### src/hdl/fpu_exc_pkg.sv
package fpu_exc_pkg;

  // ----------------------------------------------------------------
  // Register map (byte addresses)
  // ----------------------------------------------------------------
  localparam int ADDR_W = 8;
  localparam logic [7:0] OFF_CTRL0 = 8'h00;
  localparam logic [7:0] OFF_CTRLW = 8'h04;
  localparam logic [7:0] OFF_STATUS = 8'h08;
  localparam logic [7:0] OFF_TAG = 8'h0C;
  localparam logic [7:0] OFF_FIP = 8'h10;
  localparam logic [7:0] OFF_CMD = 8'h14;

  // ----------------------------------------------------------------
  // Field positions and reset values
  // ----------------------------------------------------------------
  localparam int NATIVE_EN_BIT = 0;
  localparam int INV_MASK_BIT = 0;
  localparam int INV_FLAG_BIT = 0;
  localparam int STK_FAULT_BIT = 6;
  localparam int SUMMARY_BIT = 7;
  localparam int COND_ONE_BIT = 9;
  localparam int TOP_LSB = 11;
  localparam int CMD_INIT_BIT = 0;
  localparam logic NATIVE_EN_RST = 1'b0;
  localparam logic INV_MASK_RST = 1'b1;
  localparam logic [7:0] VEC_FLOAT_ERR = 8'h10;
  localparam logic [1:0] RESP_OKAY = 2'h0;
  localparam logic [1:0] RESP_SLVERR = 2'h2;
  localparam int STACK_DEPTH = 8;
  localparam int PTR_W = 3;

  // ----------------------------------------------------------------
  // Instruction classes
  // ----------------------------------------------------------------
  typedef enum logic [3:0] {
    K_ARITH = 4'b0000,
    K_NONARITH = 4'b0001,
    K_LOAD_REG = 4'b0010,
    K_LOAD_EXT = 4'b0011,
    K_LOAD_CONST = 4'b0100,
    K_LOAD_CONV = 4'b0101,
    K_WAIT = 4'b0110,
    K_INIT_NW = 4'b0111,
    K_CLEX_NW = 4'b1000,
    K_STSW_NW = 4'b1001,
    K_STCW_NW = 4'b1010,
    K_STENV_NW = 4'b1011,
    K_SAVE_NW = 4'b1100
  } ins_kind_t;

  typedef enum logic [1:0] {
    IND_REAL = 2'b00,
    IND_INT = 2'b01,
    IND_BCD = 2'b10
  } indef_kind_t;

  function automatic logic is_nowait(input logic [3:0] k);
    return k inside {K_INIT_NW, K_CLEX_NW, K_STSW_NW, K_STCW_NW,
                     K_STENV_NW, K_SAVE_NW};
  endfunction

  function automatic logic is_arith(input logic [3:0] k);
    return k inside {K_ARITH, K_LOAD_CONV};
  endfunction

  function automatic logic reg_hit(input logic [7:0] a);
    return a inside {OFF_CTRL0, OFF_CTRLW, OFF_STATUS, OFF_TAG,
                     OFF_FIP, OFF_CMD};
  endfunction

  function automatic logic [31:0] lane_mask(input logic [3:0] strb);
    return {{8{strb[3]}}, {8{strb[2]}}, {8{strb[1]}}, {8{strb[0]}}};
  endfunction

endpackage

### src/hdl/unit_ifs.sv
interface reg_if;
  logic wr_en;
  logic [7:0] wr_addr;
  logic [31:0] wr_data;
  logic [3:0] wr_strb;
  logic [7:0] rd_addr;
  logic [31:0] rd_data;
  modport bus (output wr_en, wr_addr, wr_data, wr_strb, rd_addr,
               input rd_data);
  modport core (input wr_en, wr_addr, wr_data, wr_strb, rd_addr,
                output rd_data);
endinterface

interface stack_if;
  logic push;
  logic pop;
  logic wr_top;
  logic rd_en;
  logic commit;
  logic init;
  logic [fpu_exc_pkg::PTR_W-1:0] rd_idx;
  logic overflow;
  logic underflow;
  logic [fpu_exc_pkg::PTR_W-1:0] top;
  logic [fpu_exc_pkg::STACK_DEPTH-1:0] tag;
  modport ctl (output push, pop, wr_top, rd_en, commit, init, rd_idx,
               input overflow, underflow, top, tag);
  modport stk (input push, pop, wr_top, rd_en, commit, init, rd_idx,
               output overflow, underflow, top, tag);
endinterface

### src/hdl/reg_stack_tags.sv
module reg_stack_tags #(
  parameter int DEPTH = fpu_exc_pkg::STACK_DEPTH
) (
  input wire logic clk,
  input wire logic rst_n,
  stack_if.stk s
);
  localparam int PW = fpu_exc_pkg::PTR_W;
  logic [DEPTH-1:0] tag_reg;
  logic [PW-1:0] top_reg;
  logic [PW-1:0] push_slot;
  logic [PW-1:0] rd_slot;

  // Pointer arithmetic wraps modulo the depth
  assign push_slot = top_reg - 1'b1;
  assign rd_slot = top_reg + s.rd_idx;
  assign s.overflow = s.push & tag_reg[push_slot];
  assign s.underflow = s.rd_en & ~tag_reg[rd_slot];
  assign s.top = top_reg;
  assign s.tag = tag_reg;

  always_ff @(posedge clk or negedge rst_n) begin
    if (!rst_n) begin
      tag_reg <= '0;
      top_reg <= '0;
    end else if (s.init) begin
      tag_reg <= '0;
      top_reg <= '0;
    end else if (s.commit) begin
      if (s.push) begin
        tag_reg[push_slot] <= 1'b1;
        top_reg <= push_slot;
      end else if (s.pop) begin
        tag_reg[top_reg] <= 1'b0;
        top_reg <= top_reg + 1'b1;
      end else if (s.wr_top) begin
        tag_reg[top_reg] <= 1'b1;
      end
    end
  end
endmodule

### src/hdl/bus_slave.sv
module bus_slave (
  input wire logic clk,
  input wire logic rst_n,
  input wire logic [7:0] awaddr,
  input wire logic awvalid,
  output logic awready,
  input wire logic [31:0] wdata,
  input wire logic [3:0] wstrb,
  input wire logic wvalid,
  output logic wready,
  output logic [1:0] bresp,
  output logic bvalid,
  input wire logic bready,
  input wire logic [7:0] araddr,
  input wire logic arvalid,
  output logic arready,
  output logic [31:0] rdata,
  output logic [1:0] rresp,
  output logic rvalid,
  input wire logic rready,
  reg_if.bus rif
);
  logic aw_full_reg, w_full_reg, ar_full_reg, wr_go;
  logic [7:0] aw_addr_reg, ar_addr_reg;
  logic [31:0] w_data_reg;
  logic [3:0] w_strb_reg;

  // Address and data are held independently; the write fires once both
  assign wr_go = aw_full_reg & w_full_reg & ~bvalid;
  assign rif.wr_en = wr_go;
  assign rif.wr_addr = aw_addr_reg;
  assign rif.wr_data = w_data_reg;
  assign rif.wr_strb = w_strb_reg;
  assign rif.rd_addr = ar_addr_reg;

  always_ff @(posedge clk or negedge rst_n) begin
    if (!rst_n) begin
      awready <= 1'b0;
      aw_full_reg <= 1'b0;
      aw_addr_reg <= 8'h00;
    end else begin
      awready <= awvalid & ~awready & ~aw_full_reg;
      if (awvalid & awready) begin
        aw_full_reg <= 1'b1;
        aw_addr_reg <= awaddr;
      end else if (wr_go) begin
        aw_full_reg <= 1'b0;
      end
    end
  end

  always_ff @(posedge clk or negedge rst_n) begin
    if (!rst_n) begin
      wready <= 1'b0;
      w_full_reg <= 1'b0;
      w_data_reg <= 32'h0000_0000;
      w_strb_reg <= 4'h0;
    end else begin
      wready <= wvalid & ~wready & ~w_full_reg;
      if (wvalid & wready) begin
        w_full_reg <= 1'b1;
        w_data_reg <= wdata;
        w_strb_reg <= wstrb;
      end else if (wr_go) begin
        w_full_reg <= 1'b0;
      end
    end
  end

  always_ff @(posedge clk or negedge rst_n) begin
    if (!rst_n) begin
      bvalid <= 1'b0;
      bresp <= fpu_exc_pkg::RESP_OKAY;
    end else if (wr_go) begin
      bvalid <= 1'b1;
      bresp <= fpu_exc_pkg::reg_hit(aw_addr_reg) ?
               fpu_exc_pkg::RESP_OKAY : fpu_exc_pkg::RESP_SLVERR;
    end else if (bvalid & bready) begin
      bvalid <= 1'b0;
    end
  end

  always_ff @(posedge clk or negedge rst_n) begin
    if (!rst_n) begin
      arready <= 1'b0;
      ar_full_reg <= 1'b0;
      ar_addr_reg <= 8'h00;
      rvalid <= 1'b0;
      rdata <= 32'h0000_0000;
      rresp <= fpu_exc_pkg::RESP_OKAY;
    end else begin
      arready <= arvalid & ~arready & ~ar_full_reg & ~rvalid;
      if (arvalid & arready) begin
        ar_full_reg <= 1'b1;
        ar_addr_reg <= araddr;
      end else if (ar_full_reg & ~rvalid) begin
        ar_full_reg <= 1'b0;
        rvalid <= 1'b1;
        if (fpu_exc_pkg::reg_hit(ar_addr_reg)) begin
          rdata <= rif.rd_data;
          rresp <= fpu_exc_pkg::RESP_OKAY;
        end else begin
          rdata <= 32'h0000_0000;
          rresp <= fpu_exc_pkg::RESP_SLVERR;
        end
      end else if (rvalid & rready) begin
        rvalid <= 1'b0;
      end
    end
  end
endmodule

### src/hdl/fpu_exc_unit.sv
module fpu_exc_unit (
  input wire logic clk,
  input wire logic rst_n,
  input wire logic [7:0] awaddr,
  input wire logic awvalid,
  output logic awready,
  input wire logic [31:0] wdata,
  input wire logic [3:0] wstrb,
  input wire logic wvalid,
  output logic wready,
  output logic [1:0] bresp,
  output logic bvalid,
  input wire logic bready,
  input wire logic [7:0] araddr,
  input wire logic arvalid,
  output logic arready,
  output logic [31:0] rdata,
  output logic [1:0] rresp,
  output logic rvalid,
  input wire logic rready,
  input wire logic ins_valid,
  input wire logic [3:0] ins_kind,
  input wire logic ins_push,
  input wire logic ins_pop,
  input wire logic ins_wr_top,
  input wire logic ins_rd_en,
  input wire logic [2:0] ins_rd_idx,
  input wire logic ins_arith_invalid,
  input wire logic ins_cc_response,
  input wire logic [1:0] ins_dst_fmt,
  input wire logic [31:0] ins_ip,
  input wire logic ignore_numeric_error_n,
  output logic ins_done,
  output logic ins_trap,
  output logic [7:0] float_error_vector,
  output logic exec_halted,
  output logic float_error_out_n,
  output logic result_indefinite,
  output logic [1:0] indefinite_kind,
  output logic cond_unordered
);
  reg_if rif ();
  stack_if sif ();

  logic ign_meta_reg, ign_sync_reg;
  logic native_error_enable, invalid_mask, invalid_flag;
  logic stack_fault_flag, exception_summary_flag, condition_bit_one;
  logic pending_reg, pending_next;
  logic [31:0] fault_ip_reg;
  logic ignore_active, waiting, blocked, exec, trap_now, halt_now;
  logic ovf, unf, sfault, ia, inv, unmasked;
  logic sw_wr_status, sw_init, nw_clear, clr_inv, clr_stk, clr_sum;
  logic [31:0] clr_bits;
  logic [15:0] status_word;
  default disable iff (!rst_n);

  bus_slave u_bus (
    .clk(clk), .rst_n(rst_n),
    .awaddr(awaddr), .awvalid(awvalid), .awready(awready),
    .wdata(wdata), .wstrb(wstrb), .wvalid(wvalid), .wready(wready),
    .bresp(bresp), .bvalid(bvalid), .bready(bready),
    .araddr(araddr), .arvalid(arvalid), .arready(arready),
    .rdata(rdata), .rresp(rresp), .rvalid(rvalid), .rready(rready),
    .rif(rif.bus)
  );

  reg_stack_tags #(.DEPTH(fpu_exc_pkg::STACK_DEPTH)) u_stack (
    .clk(clk), .rst_n(rst_n), .s(sif.stk)
  );

  // ----------------------------------------------------------------
  // Ignore-error pin synchroniser
  // ----------------------------------------------------------------
  always_ff @(posedge clk or negedge rst_n) begin
    if (!rst_n) begin
      ign_meta_reg <= 1'b1;
      ign_sync_reg <= 1'b1;
    end else begin
      ign_meta_reg <= ignore_numeric_error_n;
      ign_sync_reg <= ign_meta_reg;
    end
  end

  // ----------------------------------------------------------------
  // Issue gate
  // ----------------------------------------------------------------
  // Native reporting overrides the pin completely
  assign ignore_active = ~native_error_enable & ~ign_sync_reg;
  assign waiting = ~fpu_exc_pkg::is_nowait(ins_kind);
  // A pending fault is only acted on at a waiting instruction
  assign blocked = ins_valid & ~exec_halted & waiting & pending_reg
                   & ~ignore_active;
  assign exec = ins_valid & ~exec_halted & ~blocked;
  assign trap_now = blocked & native_error_enable;
  assign halt_now = blocked & ~native_error_enable;

  // ----------------------------------------------------------------
  // Exception detection
  // ----------------------------------------------------------------
  assign sif.push = ins_push;
  assign sif.pop = ins_pop;
  assign sif.wr_top = ins_wr_top;
  assign sif.rd_en = ins_rd_en;
  assign sif.rd_idx = ins_rd_idx;
  assign ovf = exec & sif.overflow;
  assign unf = exec & sif.underflow;
  assign sfault = ovf | unf;
  // Plain loads never report operand faults
  assign ia = exec & ins_arith_invalid & ~sfault
              & fpu_exc_pkg::is_arith(ins_kind);
  assign inv = sfault | ia;
  assign unmasked = inv & ~invalid_mask;
  // Unmasked faults leave the stack pointer and operands alone
  assign sif.commit = exec & ~unmasked;
  assign sif.init = sw_init | (exec & (ins_kind == fpu_exc_pkg::K_INIT_NW));

  // ----------------------------------------------------------------
  // Software and instruction clears
  // ----------------------------------------------------------------
  assign sw_wr_status = rif.wr_en & (rif.wr_addr == fpu_exc_pkg::OFF_STATUS);
  assign sw_init = rif.wr_en & (rif.wr_addr == fpu_exc_pkg::OFF_CMD)
                   & rif.wr_strb[0] & rif.wr_data[fpu_exc_pkg::CMD_INIT_BIT];
  assign clr_bits = sw_wr_status ?
                    (rif.wr_data & fpu_exc_pkg::lane_mask(rif.wr_strb)) :
                    32'h0000_0000;
  assign nw_clear = sif.init
                    | (exec & (ins_kind == fpu_exc_pkg::K_CLEX_NW));
  assign clr_inv = nw_clear | clr_bits[fpu_exc_pkg::INV_FLAG_BIT];
  assign clr_stk = nw_clear | clr_bits[fpu_exc_pkg::STK_FAULT_BIT];
  assign clr_sum = nw_clear | clr_bits[fpu_exc_pkg::SUMMARY_BIT];

  // ----------------------------------------------------------------
  // Status flags (set wins over clear)
  // ----------------------------------------------------------------
  always_ff @(posedge clk or negedge rst_n) begin
    if (!rst_n) begin
      invalid_flag <= 1'b0;
      stack_fault_flag <= 1'b0;
      exception_summary_flag <= 1'b0;
    end else begin
      invalid_flag <= inv | (invalid_flag & ~clr_inv);
      // An operand fault does not touch the stack-fault flag
      stack_fault_flag <= sfault | (stack_fault_flag & ~clr_stk);
      exception_summary_flag <= inv
                                | (exception_summary_flag & ~clr_sum);
    end
  end

  always_ff @(posedge clk or negedge rst_n) begin
    if (!rst_n) begin
      condition_bit_one <= 1'b0;
    end else if (sfault) begin
      condition_bit_one <= ovf;
    end else if (sif.init | clr_bits[fpu_exc_pkg::COND_ONE_BIT]) begin
      condition_bit_one <= 1'b0;
    end
  end

  // ----------------------------------------------------------------
  // Pending fault, error output and saved pointer
  // ----------------------------------------------------------------
  always_comb begin
    pending_next = pending_reg;
    if (unmasked) begin
      pending_next = 1'b1;
    end else if (clr_inv) begin
      pending_next = 1'b0;
    end
  end

  always_ff @(posedge clk or negedge rst_n) begin
    if (!rst_n) begin
      pending_reg <= 1'b0;
      float_error_out_n <= 1'b1;
    end else begin
      pending_reg <= pending_next;
      // Feeds the external interrupt controller
      float_error_out_n <= ~pending_next;
    end
  end

  always_ff @(posedge clk or negedge rst_n) begin
    if (!rst_n) begin
      fault_ip_reg <= 32'h0000_0000;
    end else if (unmasked) begin
      // Saved pointer is the faulting instruction's own ins_ip
      fault_ip_reg <= ins_ip;
    end
  end

  // ----------------------------------------------------------------
  // Instruction responses
  // ----------------------------------------------------------------
  always_ff @(posedge clk or negedge rst_n) begin
    if (!rst_n) begin
      ins_done <= 1'b0;
      ins_trap <= 1'b0;
      float_error_vector <= 8'h00;
    end else begin
      ins_done <= exec;
      ins_trap <= trap_now;
      if (trap_now) begin
        float_error_vector <= fpu_exc_pkg::VEC_FLOAT_ERR;
      end
    end
  end

  always_ff @(posedge clk or negedge rst_n) begin
    if (!rst_n) begin
      exec_halted <= 1'b0;
    end else begin
      // Released when the interrupt handler clears the flags
      exec_halted <= halt_now | (exec_halted & pending_next);
    end
  end

  always_ff @(posedge clk or negedge rst_n) begin
    if (!rst_n) begin
      result_indefinite <= 1'b0;
      cond_unordered <= 1'b0;
      indefinite_kind <= fpu_exc_pkg::IND_REAL;
    end else begin
      result_indefinite <= inv & invalid_mask
                           & (sfault | ~ins_cc_response);
      cond_unordered <= ia & invalid_mask & ins_cc_response;
      if (inv) begin
        indefinite_kind <= ins_dst_fmt;
      end
    end
  end

  // ----------------------------------------------------------------
  // Software-written control
  // ----------------------------------------------------------------
  always_ff @(posedge clk or negedge rst_n) begin
    if (!rst_n) begin
      native_error_enable <= fpu_exc_pkg::NATIVE_EN_RST;
    end else if (rif.wr_en & (rif.wr_addr == fpu_exc_pkg::OFF_CTRL0)
                 & rif.wr_strb[0]) begin
      native_error_enable <= rif.wr_data[fpu_exc_pkg::NATIVE_EN_BIT];
    end
  end

  always_ff @(posedge clk or negedge rst_n) begin
    if (!rst_n) begin
      invalid_mask <= fpu_exc_pkg::INV_MASK_RST;
    end else if (sif.init) begin
      invalid_mask <= fpu_exc_pkg::INV_MASK_RST;
    end else if (rif.wr_en & (rif.wr_addr == fpu_exc_pkg::OFF_CTRLW)
                 & rif.wr_strb[0]) begin
      invalid_mask <= rif.wr_data[fpu_exc_pkg::INV_MASK_BIT];
    end
  end

  // ----------------------------------------------------------------
  // Read mux
  // ----------------------------------------------------------------
  always_comb begin
    status_word = 16'h0000;
    status_word[fpu_exc_pkg::INV_FLAG_BIT] = invalid_flag;
    status_word[fpu_exc_pkg::STK_FAULT_BIT] = stack_fault_flag;
    status_word[fpu_exc_pkg::SUMMARY_BIT] = exception_summary_flag;
    status_word[fpu_exc_pkg::COND_ONE_BIT] = condition_bit_one;
    status_word[fpu_exc_pkg::TOP_LSB +: fpu_exc_pkg::PTR_W] = sif.top;
  end

  always_comb begin
    rif.rd_data = 32'h0000_0000;
    unique case (rif.rd_addr)
      fpu_exc_pkg::OFF_CTRL0:
        rif.rd_data[fpu_exc_pkg::NATIVE_EN_BIT] = native_error_enable;
      fpu_exc_pkg::OFF_CTRLW:
        rif.rd_data[fpu_exc_pkg::INV_MASK_BIT] = invalid_mask;
      fpu_exc_pkg::OFF_STATUS: rif.rd_data[15:0] = status_word;
      fpu_exc_pkg::OFF_TAG: rif.rd_data[7:0] = sif.tag;
      fpu_exc_pkg::OFF_FIP: rif.rd_data = fault_ip_reg;
      default: rif.rd_data = 32'h0000_0000;
    endcase
  end

  // ----------------------------------------------------------------
  // Checks
  // ----------------------------------------------------------------
  chk_wait_defers: assert property (@(posedge clk)
    blocked |=> !ins_done) else $error("waiting instruction ran");
  chk_nowait_runs: assert property (@(posedge clk)
    ins_valid && !exec_halted && !waiting |=> ins_done && !ins_trap)
    else $error("non-waiting instruction held");
  chk_load_class: assert property (@(posedge clk)
    exec && !sfault && ins_kind == fpu_exc_pkg::K_LOAD_REG
    && ins_arith_invalid |=> !invalid_flag || $past(invalid_flag))
    else $error("plain load faulted");
  chk_trap_vec: assert property (@(posedge clk) disable iff (!rst_n)
    blocked && native_error_enable |=> ins_trap && !ins_done
    && float_error_vector == 8'h10) else $error("no vector trap");
  chk_ignore_runs: assert property (@(posedge clk)
    ins_valid && !exec_halted && ignore_active |=> ins_done && !ins_trap)
    else $error("ignore mode stalled");
  chk_halt_stop: assert property (@(posedge clk)
    halt_now |=> exec_halted && !ins_done ##1 exec_halted || !pending_reg)
    else $error("halt not taken");
  chk_err_out: assert property (@(posedge clk) disable iff (!rst_n)
    unmasked |=> !float_error_out_n) else $error("error output late");
  chk_stack_flags: assert property (@(posedge clk)
    sfault |=> invalid_flag && stack_fault_flag
    && condition_bit_one == $past(ovf)) else $error("stack flags wrong");
  chk_fault_stale: assert property (@(posedge clk)
    stack_fault_flag && ia && !clr_stk |=> stack_fault_flag)
    else $error("stack-fault flag cleared");
  chk_top_hold: assert property (@(posedge clk) disable iff (!rst_n)
    unmasked && !sif.init |=> sif.top == $past(sif.top)
    && sif.tag == $past(sif.tag)) else $error("stack moved");
  chk_masked_indef: assert property (@(posedge clk)
    sfault && invalid_mask |=> result_indefinite)
    else $error("no indefinite result");
  chk_pending_hold: assert property (@(posedge clk)
    !float_error_out_n && !clr_inv |=> !float_error_out_n)
    else $error("error output dropped");
  chk_summary_set: assert property (@(posedge clk)
    inv |=> exception_summary_flag && invalid_flag)
    else $error("summary not set");
endmodule

### config.mk
export PLATFORM = sky130hd
export DESIGN_NAME = fpu_exc_unit
export DESIGN_NICKNAME = d
export VERILOG_FILES = /design/src/hdl/fpu_exc_pkg.sv /design/src/hdl/unit_ifs.sv /design/src/hdl/reg_stack_tags.sv /design/src/hdl/bus_slave.sv /design/src/hdl/fpu_exc_unit.sv
export SDC_FILE = /design/constraint.sdc
export NUM_CORES = 1
export LEC_CHECK = 0
export ABC_AREA = 1
export BUFFER_PORTS_ARGS = -buffer_cell sky130_fd_sc_hd__clkbuf_2
export CAP_MARGIN = 20
export CELL_PAD_IN_SITES_DETAIL_PLACEMENT = 0
export CELL_PAD_IN_SITES_GLOBAL_PLACEMENT = 1
export CORE_UTILIZATION = 41
export CTS_CLUSTER_SIZE = 25
export DETAILED_ROUTE_END_ITERATION = 16
export GPL_TIMING_DRIVEN = 0
export MAX_ROUTING_LAYER = met4
export PLACE_DENSITY_LB_ADDON = 0.1
export SLEW_MARGIN = 20
export SYNTH_ARGS = -nofsm -noshare
export SYNTH_HDL_FRONTEND = slang
export SYNTH_SLANG_ARGS = --single-unit
### constraint.sdc
create_clock -name clk -period 4.2 [get_ports clk]
set_input_delay 0.21 -clock clk [delete_from_list [all_inputs] [get_ports clk]]
set_output_delay 0.21 -clock clk [all_outputs]
set_load 0.005 [all_outputs]
Word level (Yosys, flattened, before mapping)
Index checks and enable logic that the tools add are counted.

operators by class
  add/sub/neg operators = 3
  multiply operators = 0
  div/mod/pow operators = 0
  $lt $le $gt $ge = 5
  eq/ne operators = 17
  shifts and indexed selects = 0
  multiplexer cells = 40
  bitwise gates (word level) = 92
  reduce and logical (&&, ||, !) cells = 23

operator list
  cell                count
  $and 1x1->1         50
  $mux 8              5
  $eq 8x4->1 const B  4
  $eq 8x5->1 const B  4
  $mux 32             1
  $not 1->1           24
  $pmux 7 s3          1
  $eq 4x4->1 const B  5
  $mux 1              19
  $reduce_bool 2->1   9
  $reduce_bool 6->1   3
  $eq 8x3->1 const B  2
  $logic_not 8->1     2
  $mux 16             1
  $or 8x8->8          2
  $pmux 8 s2          1
  $or 1x1->1          13
  $lt 3x4->1 const B  3
  $mux 3              4
  $and 10x10->10      1
  $mux 10             1
  $and 8x8->8         1
  $eq 4x3->1 const B  2
  $not 8->8           1
  13 further kinds    21

word-level totals
  bits in registers = 133
  bits in latches = 0
  memory bits (writable) = 0
  ROM bits = 0
  bits of input ports = 108
  output and inout bits = 57
  logic and storage cells = 215
  memories = 0

Longest topological paths before layout
Gate-level depths: netlist (run 1).

  depth in word-level cells = 19
  gate-level depth with buffers = 18
  mapped depth without buffers = 18

Hierarchy
From an unflattened synthesis (run 1), not the netlist that was laid out.

unflattened totals
  cells, all modules = 1,026
  area total of the unflattened synthesis = 7,942.6 µm²

by module, submodules not included
  module          instances  cells an instance  area an instance (µm²)  seq. area each (µm²)
  bus_slave       1          480                3,961.3                 2,352.3
  fpu_exc_unit    1          358                2,864.0                 1,256.2
  reg_stack_tags  1          188                1,117.3                 275.3

Worst setup path before layout (run 1)
No wires, ideal clock.

  kind = register to register
  from = register u_stack.top_reg[0], in the netlist u_stack.s.top[0]
  to = register u_stack.tag_reg[4], in the netlist u_stack.s.tag[4]
  setup time = 0.117 ns
  arrival = 2.233 ns
  required time = 4.083 ns
  slack = 1.850 ns
  stages on the path, launching flop included = 19
  buffers on the path = 4
  clock period less this slack = 2.350 ns
  cells stage by stage = dfrtp_1 -> buf_2 -> buf_2 -> inv_1 -> buf_2 -> ha_1 -> inv_1 -> nand2_1 -> nand2_1 -> nand2_1 -> nand2_1 -> nand2_2 -> nand3_4 -> nand2_4 -> nand2_2 -> nand2_4 -> buf_6 -> nand3_1 -> nand2_1

between the ends
  cells in the longest elaborated chain, start to end = 16
  elaborated cells on any way between the ends = 40
  those cells by class = add/sub (2); order compare (4); mux (13); bitwise (17); reduce/logical (4)

ends and longest elaborated chain
  what                             RTL line              RTL
  from (decl)                      reg_stack_tags.sv:10  logic [PW-1:0] top_reg;
  from (signal assigned)           reg_stack_tags.sv:32  top_reg <= push_slot;
  from (signal assigned)           reg_stack_tags.sv:35  top_reg <= top_reg + 1'b1;
  $add 3x3->3                      reg_stack_tags.sv:16  assign rd_slot = top_reg + s.rd_idx;
  $bmux 1 s3                       reg_stack_tags.sv:18  assign s.underflow = s.rd_en & ~tag_reg[rd_slot];
  $mux 1 (implied by the code)     reg_stack_tags.sv:18
  $not 1->1                        reg_stack_tags.sv:18
  $and 1x1->1                      reg_stack_tags.sv:18
  $and 1x1->1                      fpu_exc_unit.sv:106   assign unf = exec & sif.underflow;
  $or 1x1->1                       fpu_exc_unit.sv:107   assign sfault = ovf | unf;
  $not 1->1                        fpu_exc_unit.sv:109   assign ia = exec & ins_arith_invalid & ~sfault
  $and 1x1->1                      fpu_exc_unit.sv:109
  $and 1x1->1                      fpu_exc_unit.sv:110   & fpu_exc_pkg::is_arith(ins_kind);
  $or 1x1->1                       fpu_exc_unit.sv:111   assign inv = sfault | ia;
  $and 1x1->1                      fpu_exc_unit.sv:112   assign unmasked = inv & ~invalid_mask;
  $not 1->1                        fpu_exc_unit.sv:114   assign sif.commit = exec & ~unmasked;
  $and 1x1->1                      fpu_exc_unit.sv:114
  $reduce_bool 2->1 (no line)      -
  $reduce_and 2->1 (no line)       -
  to (signal, indexed assignment)  reg_stack_tags.sv:31  tag_reg[push_slot] <= 1'b1;
  to (signal, indexed assignment)  reg_stack_tags.sv:34  tag_reg[top_reg] <= 1'b0;
  to (signal, indexed assignment)  reg_stack_tags.sv:37  tag_reg[top_reg] <= 1'b1;
  to (decl)                        reg_stack_tags.sv:9   logic [DEPTH-1:0] tag_reg;

Several ways; a longest one is shown, not always the timed one. The select of a mux whose other input is x is not followed.
A chain may end at the register's enable or synchronous reset.

Worst setup path after layout (run 1)
  from = register u_stack.top_reg[0], in the netlist u_stack.s.top[0]
  to = register u_stack.tag_reg[7], in the netlist u_stack.s.tag[7]

Same word-level chain as after synthesis.

==> results of run 1 <==
## metal layers
metal  global-route usage  wire [microns]  vias up
li1                     -               -     2612
met1                0.296            7150     2471
met2                0.350            7240      146
met3               0.0393             653       12
met4               0.0779             158        0
met5                    -               0        -
## power by group through the flow
stage / combinational (mW) / clock (mW) / sequential (mW)
2_1_floorplan: 0.845 / 0 / 1.71
3_3_place_gp: 1.21 / 0 / 1.75
3_5_place_dp: 1.24 / 0 / 1.76
4_1_cts: 1.25 / 1.38 / 1.74
5_1_grt: 1.43 / 1.44 / 1.79
6_report: 1.24 / 1.35 / 1.74
## cell families after synthesis
family                     synth area share
and+or+nand+nor                       0.260
DFF                                   0.532
AOI/OAI and AO/OA                     0.100
buffers and inverters                0.0792
muxes                                0.0153
adders and majority gates           0.00977
xor gates and xnor gates            0.00297
other                              0.000636
## worst register-to-register path: cells and delay by family, from the launching register on
| kind | cells | cell delay, ps |
|---|---|---|
| AND/OR/NAND/NOR | 12 | 1180 |
| flip-flops | 1 | 380 |
| buffers and inverters | 5 | 880 |
| adder cells (fa/ha/maj) | 1 | 440 |
## how the worst max path moves through the flow
stage                                    to  slack, ps  depth (start not counted)
after floorplan            u_stack.s.tag[4]       1850                         18
after global placement    u_bus.aw_full_reg        950                          1
after detailed placement   u_stack.s.tag[7]       1240                         18
after CTS                  u_stack.s.tag[7]       1220                         18
after global routing       u_stack.s.tag[2]        930                         18
final                      u_stack.s.tag[7]       1200                         18
## area by class of cell
class	count	area share
clock inverter	6	0.00826
timing repair buffer	133	0.0986
tap	180	0.0303
clock buffer	25	0.0654
sequential	125	0.422
buffer	36	0.0275
inverter	70	0.0354
multi-input combinational	491	0.313
## stage by stage
stage	power, mW	setup slack, ps	util	cells	cell area, sq um
finish	4.34	1200	0.533	1066	7430
global route	4.66	931	0.533	1066	7430
CTS	4.38	1220	0.533	1066	7430
detailed placement	3.00	1240	0.489	1028	6810
global placement	2.96	947	0.486	1027	6770
floorplan	2.55	1850	-	722	5920
## timing repair
item                                   in CTS  in global routing
hold buffers                                7                  0
endpoints found under the hold margin      48                  0
setup endpoints to repair                   0                  0
## synthesized netlist by cell type, types with 3 or more instances
master / instances
buf_4: 11
nand4_1: 8
a311oi_1: 3
dfrtp_1: 121
inv_1: 66
clkbuf_1: 12
nor2_1: 45
o22ai_1: 8
mux2_2: 8
ha_1: 3
dfstp_2: 4
a31oi_1: 4
nand3_1: 48
nand2_1: 229
nor3_1: 11
o21ai_0: 55
buf_2: 10
inv_2: 3
nand2_2: 5
a21oi_1: 29
==> results by group, run 1 <==
Cells and area
  • Most frequent cells in the layout: nand2_1 (229), clkbuf_2 (124), dfrtp_1 (121)
  • Layout Nets: 986
  • Layout area overhead: 26.0%
  • FF+latch area: 3130 sq um
  • Filler cells: 1378
  • Ant. Diodes: 0
  • Area of the multi-input gates: 2320 sq um
  • Share of layout cells above drive strength 1: 0.230
  • Most common cell after layout, fill and taps aside: nand2_1

Place
  • HPWL Detailed: 11.2 mm
  • Final GP Congestion: 0.864
  • IO buf count: 125

Drt
  • Drt first pass iters: 4
  • Routed wire length: 15.2 mm
  • DRC: 0
  • Via count: 5241
  • Initial detailed-routing violation count: 321
  • DR WL/cell: 14.3 microns
  • Antenna viol nets, final: 0
  • Detail-routed via count per cell: 4.92

Timing
  • Final Hold Viols: 0
  • Slew @ Worst Pin: 772 ps
  • Setup TNS: 0 ps
  • Slew Limit Headroom: 0.481
  • Peak Freq: 334 MHz
  • Final Hold Slack: 15.5 ps
  • Max Transition Viols Final: 0
  • Layout Skew: 8.59 ps
  • Setup-failing EPs final: 0
  • RSZ-0062 raised after global routing: false
  • Final worst-path cycle share: 0.714
  • Fin crit period: 3000 ps

Critical path
  • Worst setup EP type: flip-flop
  • CP Max Fanout: 10
  • R2R cell count: 18
  • Slowest-stage cell, CP: ha_1
  • FF-to-FF Start: u_stack.s.top[0]
  • CP delay by family, top: simple AND/OR/NAND/NOR gates
  • CP Cell Sequence: buf_2 > buf_2 > inv_1 > buf_2 > ha_1 > inv_1 > nand2_1 > nand2_1 > nand2_1 > nand2_1 > nand2_2 > nand3_4 > nand2_4 > nand2_2 > nand2_4 > nand2_2 > nand2_1 > nand2_1
  • CP startpoint kind: flip-flop
  • Crit path DAT: 3300 ps
  • CP peak stage delay: 440 ps
  • CP Buf/Inv Count: 5
  • Worst R2R End: u_stack.s.tag[7]
  • Worst setup path start: u_stack.s.top[0]
  • Worst reg-to-reg setup slack: 1200 ps
  • Critical Path RT: 4500 ps
  • CP dominant cell by count: nand2_1
  • Critical path type: flip-flop to flip-flop

Pwr
  • Switching power of the nets: 1.49 mW
  • Int Pwr: 2.85 mW
  • Maximum VDD drop: 296 uV
  • Pwr dens: 584 nW/um^2
  • Reg power frac: 0.402
  • Clock power frac: 0.312
  • Switch share: 0.343
  • Leak: 3.96 nW
  • Logic gate share of total power: 0.286

Synth
  • Ys async rst share: 1.00
  • EDFF count, synth: 0
  • YS warnings: 0
  • Yosys top cell area share: 0.514
  • Avg Inst Size Synth: 8.25 sq um
  • #FFs+latches synth: 125
  • Main synth FF type: dfrtp_1
  • Post-synthesis sequential area ratio: 0.532
  • Distinct cells, synth: 43
  • Top post-synthesis cells by area: dfrtp_1 (51%), nand2_1 (15%), o21ai_0 (4.7%)
  • Area leader, netlist: dfrtp_1
  • Cell count after synthesis: 714
  • Synth Cell Area: 5890 sq um

Clocking
  • CTS tree: yes
  • Worst skew pair latency: 410 ps
  • Clk root buf: clkbuf_16
  • Clk sinks: 125
  • Register clock-pin slew on the reported worst setup and hold paths: 50 ps
  • Clk buf depth: 2
  • Post-CTS Resized: 0
  • Total CTS buffers: 17
  • H-tree Lvls: 4
  • Setup repair bufs after CTS: 0

Die
  • Die area: 14900 sq um
  • Starting Density: 0.423
  • # rows: 43
  • Die Y: 122 microns
  • Core area: 13900 sq um
  • I/O pins: 165
  • DIE WIDTH: 122 microns

Global route
  • Initial antenna violation count: 0
  • GR Overflow Total: 0
  • Largest net degree at the start of global routing: 84
  • Global Route Usage Sum: 0.225
  • Global-route wire length before repair: 24.9 mm
  • Vias in the first global route: 5122

Status
  • Outcome: completed

Run
  • Max cap viols: 0

Hold path
  • Hold Path Class: input pin to flip-flop
  • Worst hold start: araddr[0]
  • Hold Path Stages: 3
  • Hold path endpoint: u_bus.rif.rd_addr[0]
Note: power is estimated with default switching activity, not from simulation.
==> inputs of run 2 (changes only) <==
CORE_UTILIZATION = 38   (was 41)
clock period = 2.9 ns   (was 4.2 ns; I/O delays follow)
==> run 2 against run 1 <==
Net effect:
- die area up 7.8%
- clock-buffer cell count down 3
- cell area up 8.6%
- sequential share of layout area down 3.3 points
- maximum frequency up 12%
- clock skew up 2.7 ps
- highest routed layer unchanged
- flip-flop and latch count unchanged
==> results by group, run 2 (synthesis results as in run 1) <==
Critical path
  • CP Max Fanout: 10 (unchanged)
  • CP delay by family, top: simple AND/OR/NAND/NOR gates
  • CP startpoint kind: flip-flop
  • R2R cell count: 11 (-7)
  • Worst R2R End: fault_ip_reg[10]
  • Critical path type: flip-flop to flip-flop
  • Slowest-stage cell, CP: fa_1
  • Crit path depth: 11 (-7)
  • Worst setup path start: u_stack.s.top[1]
  • Crit path DAT: 3040 ps (-260 ps)
  • Critical Path RT: 3260 ps (-1240 ps)
  • CP Buf/Inv Count: 3 (-2)
  • Critical Path Sink: fault_ip_reg[10]
  • CP peak stage delay: 590 ps (+150 ps)
  • FF-to-FF Start: u_stack.s.top[1]
  • Worst reg-to-reg setup slack: 210 ps (-990 ps)
  • CP Cell Sequence: inv_1 > fa_1 > inv_1 > nand3_1 > nand2_1 > a21oi_1 > nand3_2 > nand3_4 > clkbuf_1 > nand3_1 > nand2_1
  • Worst setup EP type: flip-flop

Pwr
  • Switching power of the nets: 2.23 mW (+50%)
  • Switch share: 0.339 (-0.00438)
  • Leak: 4.20 nW (+6.1%)
  • Reg power frac: 0.383 (-0.019)
  • Pwr dens: 818 nW/um^2 (+40%)
  • Maximum VDD drop: 474 uV (+60%)
  • Clock power frac: 0.333 (+0.021)
  • Int Pwr: 4.36 mW (+53%)
  • Logic gate share of total power: 0.284 (-0.002)

Timing
  • Final Hold Viols: 0 (unchanged)
  • Final worst-path cycle share: 0.927 (+0.213)
  • RSZ-0062 raised after global routing: false
  • Max Transition Viols Final: 0 (unchanged)
  • Setup-failing EPs final: 0 (unchanged)
  • Slew @ Worst Pin: 689 ps (-82.6 ps)
  • Final setup margin: 213 ps (-989 ps)
  • Peak Freq: 372 MHz (+12%)
  • Slew Limit Headroom: 0.537 (+0.0555)
  • Fin crit period: 2690 ps (-311 ps)
  • Layout Skew: 11.3 ps (+2.71 ps)
  • Setup TNS: 0 ps (unchanged)

Global route
  • Initial antenna violation count: 0 (unchanged)
  • Global Route Usage Sum: 0.229 (+0.00433)
  • Vias in the first global route: 5565 (+8.6%)
  • GR Overflow Total: 0 (unchanged)
  • Largest net degree at the start of global routing: 78 (-7.1%)
  • Global-route wire length before repair: 27.5 mm (+11%)

Cells and area
  • Share of layout cells above drive strength 1: 0.223 (-0.00708)
  • Ant. Diodes: 0 (unchanged)
  • Layout Nets: 1040 (+5.5%)
  • Layout area overhead: 36.9%
  • Most frequent cells in the layout: nand2_1 (229), clkbuf_2 (124), dfrtp_1 (119)
  • Most common cell after layout, fill and taps aside: nand2_1

Place
  • HPWL Detailed: 11.5 mm (+2.5%)
  • Final GP Congestion: 0.853 (-1.2%)
  • Post-Place Worst Slack: -62.3 ps (-1300 ps)
  • IO buf count: 125 (unchanged)

Clocking
  • Total CTS buffers: 17 (unchanged)
  • Register clock-pin slew on the reported worst setup and hold paths: 60 ps (about the same)
  • Worst skew pair latency: 420 ps (about the same)
  • Clk root buf: clkbuf_16
  • Setup repair bufs after CTS: 0 (unchanged)
  • Clk sinks: 125 (unchanged)
  • H-tree Lvls: 4 (unchanged)
  • Clk buf depth: 2 (unchanged)
  • CTS tree: yes

Drt
  • Routed wire length: 16.4 mm (+7.7%)
  • Initial detailed-routing violation count: 347 (+8.1%)
  • Antenna viol nets, final: 0 (unchanged)
  • DRC: 0 (unchanged)
  • DR WL/cell: 14.5 microns (+1.7%)
  • Via count: 5493 (+4.8%)
  • Drt first pass iters: 5 (+1)
  • Detail-routed via count per cell: 4.87 (-1.0%)

Die
  • Starting Density: 0.389 (-0.0338)
  • Die Y: 127 microns (+3.8%)
  • Die area: 16000 sq um (+7.8%)
  • # rows: 45 (+4.7%)
  • I/O pins: 165 (unchanged)
  • Core area: 15100 sq um (+8.7%)
  • DIE WIDTH: 127 microns (+3.8%)

Hold path
  • Hold Path Class: input pin to flip-flop

Run
  • Max cap viols: 0 (unchanged)

Status
  • Outcome: completed
[run 2: final cells by class]
type                       count  area (sq um)
sequential                   125          3140
clock inverter                10           138
buffer                        35           205
multi-input combinational    491          2330
inverter                      70           263
timing repair buffer         188          1280
tap                          188           235
clock buffer                  22           474
fill                        1416          7080
[run 2: repair_timing]
| action | in CTS | in global routing |
|---|---|---|
| hold buffers | 61 | 1 |
| gates cloned | 0 | 0 |
| endpoints found under the hold margin | 108 | 1 |
| resized for setup | 1 | 6 |
| setup endpoints to repair | 23 | 44 |
[run 2: layer usage]
metal	GRT usage	vias to the layer above	routed length [microns]
li1	-	2726	-
met1	0.294	2592	7670
met2	0.362	159	7740
met3	0.0468	16	733
met4	0.0794	0	227
met5	-	-	0
[run 2: worst min path at each step]
stage | cells past startpoint | end | start | slack [ps]
after detailed placement | 1 | u_bus.rvalid | rst_n | 130
after CTS | 3 | fault_ip_reg[13] | ins_ip[13] | 6
after global placement | 1 | ign_meta_reg | ignore_numeric_error_n | 230
final | 3 | fault_ip_reg[13] | ins_ip[13] | 10
after floorplan | 0 | cond_unordered | rst_n | -150
after global routing | 3 | fault_ip_reg[13] | ins_ip[13] | 1
[run 2: worst register-to-register path, stage by stage, from the launching register on]
cell	delay (ps)
dfrtp_2	440
inv_1	180
fa_1	590
inv_1	70
nand3_1	80
nand2_1	60
a21oi_1	160
nand3_2	180
nand3_4	190
clkbuf_1	420
nand3_1	150
nand2_1	110
[run 2: power groups by stage]
stage / sequential (mW) / clock [mW] / combinational [mW]
global route: 2.59 / 2.32 / 2.16
floorplan: 2.47 / 0 / 1.22
finish: 2.53 / 2.20 / 1.87
detailed placement: 2.55 / 0 / 1.80
global placement: 2.54 / 0 / 1.76
CTS: 2.52 / 2.24 / 1.87
[run 2: metrics by stage]
step / utilization / std cells / power [mW] / hold slack, ps / instance area (sq um)
detailed placement: 0.450 / 1036 / 4.35 / 125 / 6820
floorplan: - / 722 / 3.70 / -151 / 5920
finish: 0.533 / 1129 / 6.60 / 13.9 / 8070
global placement: 0.448 / 1035 / 4.29 / 234 / 6780
global route: 0.533 / 1129 / 7.08 / 0.991 / 8070
CTS: 0.531 / 1128 / 6.64 / 5.96 / 8040
==> inputs of run 3 (changes only) <==
--- a/config.mk
+++ b/config.mk
@@ -8,3 +8,2 @@
 export ABC_AREA = 1
-export BUFFER_PORTS_ARGS = -buffer_cell sky130_fd_sc_hd__clkbuf_2
 export CAP_MARGIN = 20
@@ -12,8 +11,9 @@
 export CELL_PAD_IN_SITES_GLOBAL_PLACEMENT = 1
-export CORE_UTILIZATION = 38
+export CORE_UTILIZATION = 46
 export CTS_CLUSTER_SIZE = 25
 export DETAILED_ROUTE_END_ITERATION = 16
+export DONT_BUFFER_PORTS = 1
 export GPL_TIMING_DRIVEN = 0
 export MAX_ROUTING_LAYER = met4
-export PLACE_DENSITY_LB_ADDON = 0.1
+export PLACE_DENSITY = 0.79
 export SLEW_MARGIN = 20
--- a/constraint.sdc
+++ b/constraint.sdc
@@ -3,2 +3,2 @@
 set_output_delay 0.145 -clock clk [all_outputs]
-set_load 0.005 [all_outputs]
+set_load 0.1 [all_outputs]
==> run 3 against run 2 <==
Net effect:
- the run now ends with hold timing left
- non-clock buffer count fell by 124
- maximum frequency increased by 2.1%
- clock-buffer cell count rose by 2
- via count down 7.8%
- first-iteration DRC count is 20% higher
- sequential share of layout area rose by 3.8 points
- clock power is 5% lower
- critical endpoint is now u_stack.s.tag[3]
==> results by group, run 3 (synthesis results as in run 1) <==
Clocking
  • CTS tree: yes
  • Worst skew pair latency: 410 ps (about the same)
  • Clk sinks: 125 (unchanged)
  • Register clock-pin slew on the reported worst setup and hold paths: 50 ps (about the same)
  • Clk root buf: clkbuf_16
  • Post-CTS Hold Buffers: 64 (+4.9%)
  • Setup repair bufs after CTS: 0 (unchanged)
  • Total CTS buffers: 17 (unchanged)
  • H-tree Lvls: 4 (unchanged)
  • Clk buf depth: 2 (unchanged)

Die
  • Core area: 12300 sq um (-19%)
  • Starting Density: 0.481 (+0.0915)
  • Die Y: 115 microns (-9.0%)
  • Die area: 13300 sq um (-17%)
  • DIE WIDTH: 115 microns (-9.0%)
  • # rows: 40 (-11%)
  • I/O pins: 165 (unchanged)

Place
  • HPWL Detailed: 10.6 mm (-7.8%)
  • DP Area: 6130 sq um (-10%)
  • Final GP Congestion: 0.884 (+3.6%)
  • IO buf count: 0 (-100%)
  • Placed Cells: 890 (-14%)

Drt
  • DR WL/cell: 15.7 microns (+8.0%)
  • DRC: 0 (unchanged)
  • Routed wire length: 15.4 mm (-5.8%)
  • Antenna viol nets, final: 0 (unchanged)
  • Drt first pass iters: 5 (unchanged)
  • Via count: 5065 (-7.8%)
  • Initial detailed-routing violation count: 415 (+20%)
  • Detail-routed via count per cell: 5.14 (+5.7%)

Global route
  • Largest net degree at the start of global routing: 126 (+62%)
  • Vias in the first global route: 5086 (-8.6%)
  • Global-route wire length before repair: 24.9 mm (-9.4%)
  • GR Overflow Total: 0 (unchanged)
  • Global Route Usage Sum: 0.255 (+0.0259)
  • Initial antenna violation count: 0 (unchanged)

Pwr
  • Leak: 3.65 nW (-13%)
  • Pwr dens: 976 nW/um^2 (+19%)
  • Total power: 7.18 mW (+8.9%)
  • Maximum VDD drop: 911 uV (+92%)

Cells and area
  • Post-Route Utilization: 0.600 (+0.0677)
  • Fin area: 7360 sq um (-8.7%)
  • Most frequent cells in the layout: nand2_1 (229), dfrtp_1 (117), inv_1 (65)
  • Layout Nets: 916 (-12%)
  • Layout area overhead: 24.9%
  • Non-Filler Instances: 985 (-13%)
  • Most common cell after layout, fill and taps aside: nand2_1
  • Share of layout cells above drive strength 1: 0.102 (-0.122)
  • Ant. Diodes: 0 (unchanged)

Critical path
  • CP startpoint kind: flip-flop
  • CP Cell Sequence: buf_6 > inv_1 > buf_2 > ha_2 > inv_1 > nand2_1 > nand2_1 > nand2_1 > nand2_1 > nand2_2 > nand3_4 > nand2_4 > nand2_2 > nand2_4 > nand2_2 > nand2_1 > nand2_1
  • Critical Path RT: 3200 ps (-60 ps)
  • Crit path DAT: 2930 ps (-110 ps)
  • CP delay by family, top: simple AND/OR/NAND/NOR gates
  • CP Max Fanout: 18 (+8)
  • Slowest-stage cell, CP: ha_2
  • CP Buf/Inv Count: 4 (+1)
  • Critical path type: flip-flop to flip-flop
  • CP dominant cell by count: nand2_1
  • Worst setup EP type: flip-flop
  • CP peak stage delay: 410 ps (-180 ps)

Timing
  • Final Hold Slack: -574 ps (-588 ps)
  • Slew Limit Headroom: 0.354 (-0.183)
  • Final worst-path cycle share: 0.907 (-0.0194)
  • RSZ-0062 raised after global routing: false
  • Setup-failing EPs final: 0 (unchanged)
  • Max Transition Viols Final: 0 (unchanged)
  • Peak Freq: 380 MHz (+2.1%)
  • Slew @ Worst Pin: 969 ps (+280 ps)
  • Layout Skew: 6.29 ps (-5.02 ps)
  • Fin crit period: 2630 ps (-56.3 ps)
  • Setup TNS: 0 ps (unchanged)
  • Final Hold Viols: 125 (+125)

Run
  • Max cap viols: 0 (unchanged)

Status
  • Failing checks: hold timing
  • Outcome: finished, violations left

Hold path
  • Hold Path Class: input pin to asynchronous set/reset pin
-- run 3: cell count changes in the layout (fill, tap and decap cells not counted), sizes merged --
cell / before / now
clkinvlp: 2 / 1
clkinv: 6 / 5
buf: 24 / 23
clkbuf: 159 / 36
dlygate4sd3: 62 / 64
-- run 3: worst paths after layout --
kind	cells past startpoint	slack [ps]	startpoint	endpoint
hold reg to reg	0	360	ign_meta_reg	ign_sync_reg
setup reg to reg	17	270	u_stack.s.top[0]	u_stack.s.tag[3]
max in group asynchronous	0	3180	rst_n	ign_meta_reg
min in group clk	2	20	arvalid	u_bus.ar_full_reg
setup / recovery	17	270	u_stack.s.top[0]	u_stack.s.tag[3]
hold / removal	0	-570	rst_n	u_bus.rdata[13]
-- run 3: layout make-up --
class	count	area [sq um]
timing repair buffer	64	641
multi-input combinational	491	2320
sequential	125	3140
fill	1122	4900
buffer	35	205
clock inverter	8	118
clock buffer	24	462
tap	168	210
inverter	70	263
-- run 3: power breakdown --
group | internal (mW) | switching (mW)
clock | 1.37 | 0.737
combinational | 0.610 | 1.09
sequential | 2.21 | 1.17
total | 4.19 | 3.00
-- run 3: layer usage --
| layer | track usage | vias to the layer above | part of all wire |
|---|---|---|---|
| met2 | 0.392 | 159 | 0.47 |
| met1 | 0.324 | 2400 | 0.45 |
| met5 | - | - | 0 |
| met3 | 0.0617 | 29 | 0.059 |
| met4 | 0.103 | 0 | 0.020 |
| li1 | - | 2477 | - |
-- run 3: timing repair --
action                                  4_1_cts  5_1_grt
gates resized for setup                       1        7
pin swaps                                     0        0
gates cloned                                  0        0
endpoints found under the setup margin       31       51
endpoints found under the hold margin       191      125
-- run 3: metrics by stage --
step	hold slack (ps)	setup WS, ps
finish	-574	269
global route	-594	23.6
CTS	-587	104
detailed placement	-147	-72.9
global placement	-148	-35.8
floorplan	-151	550
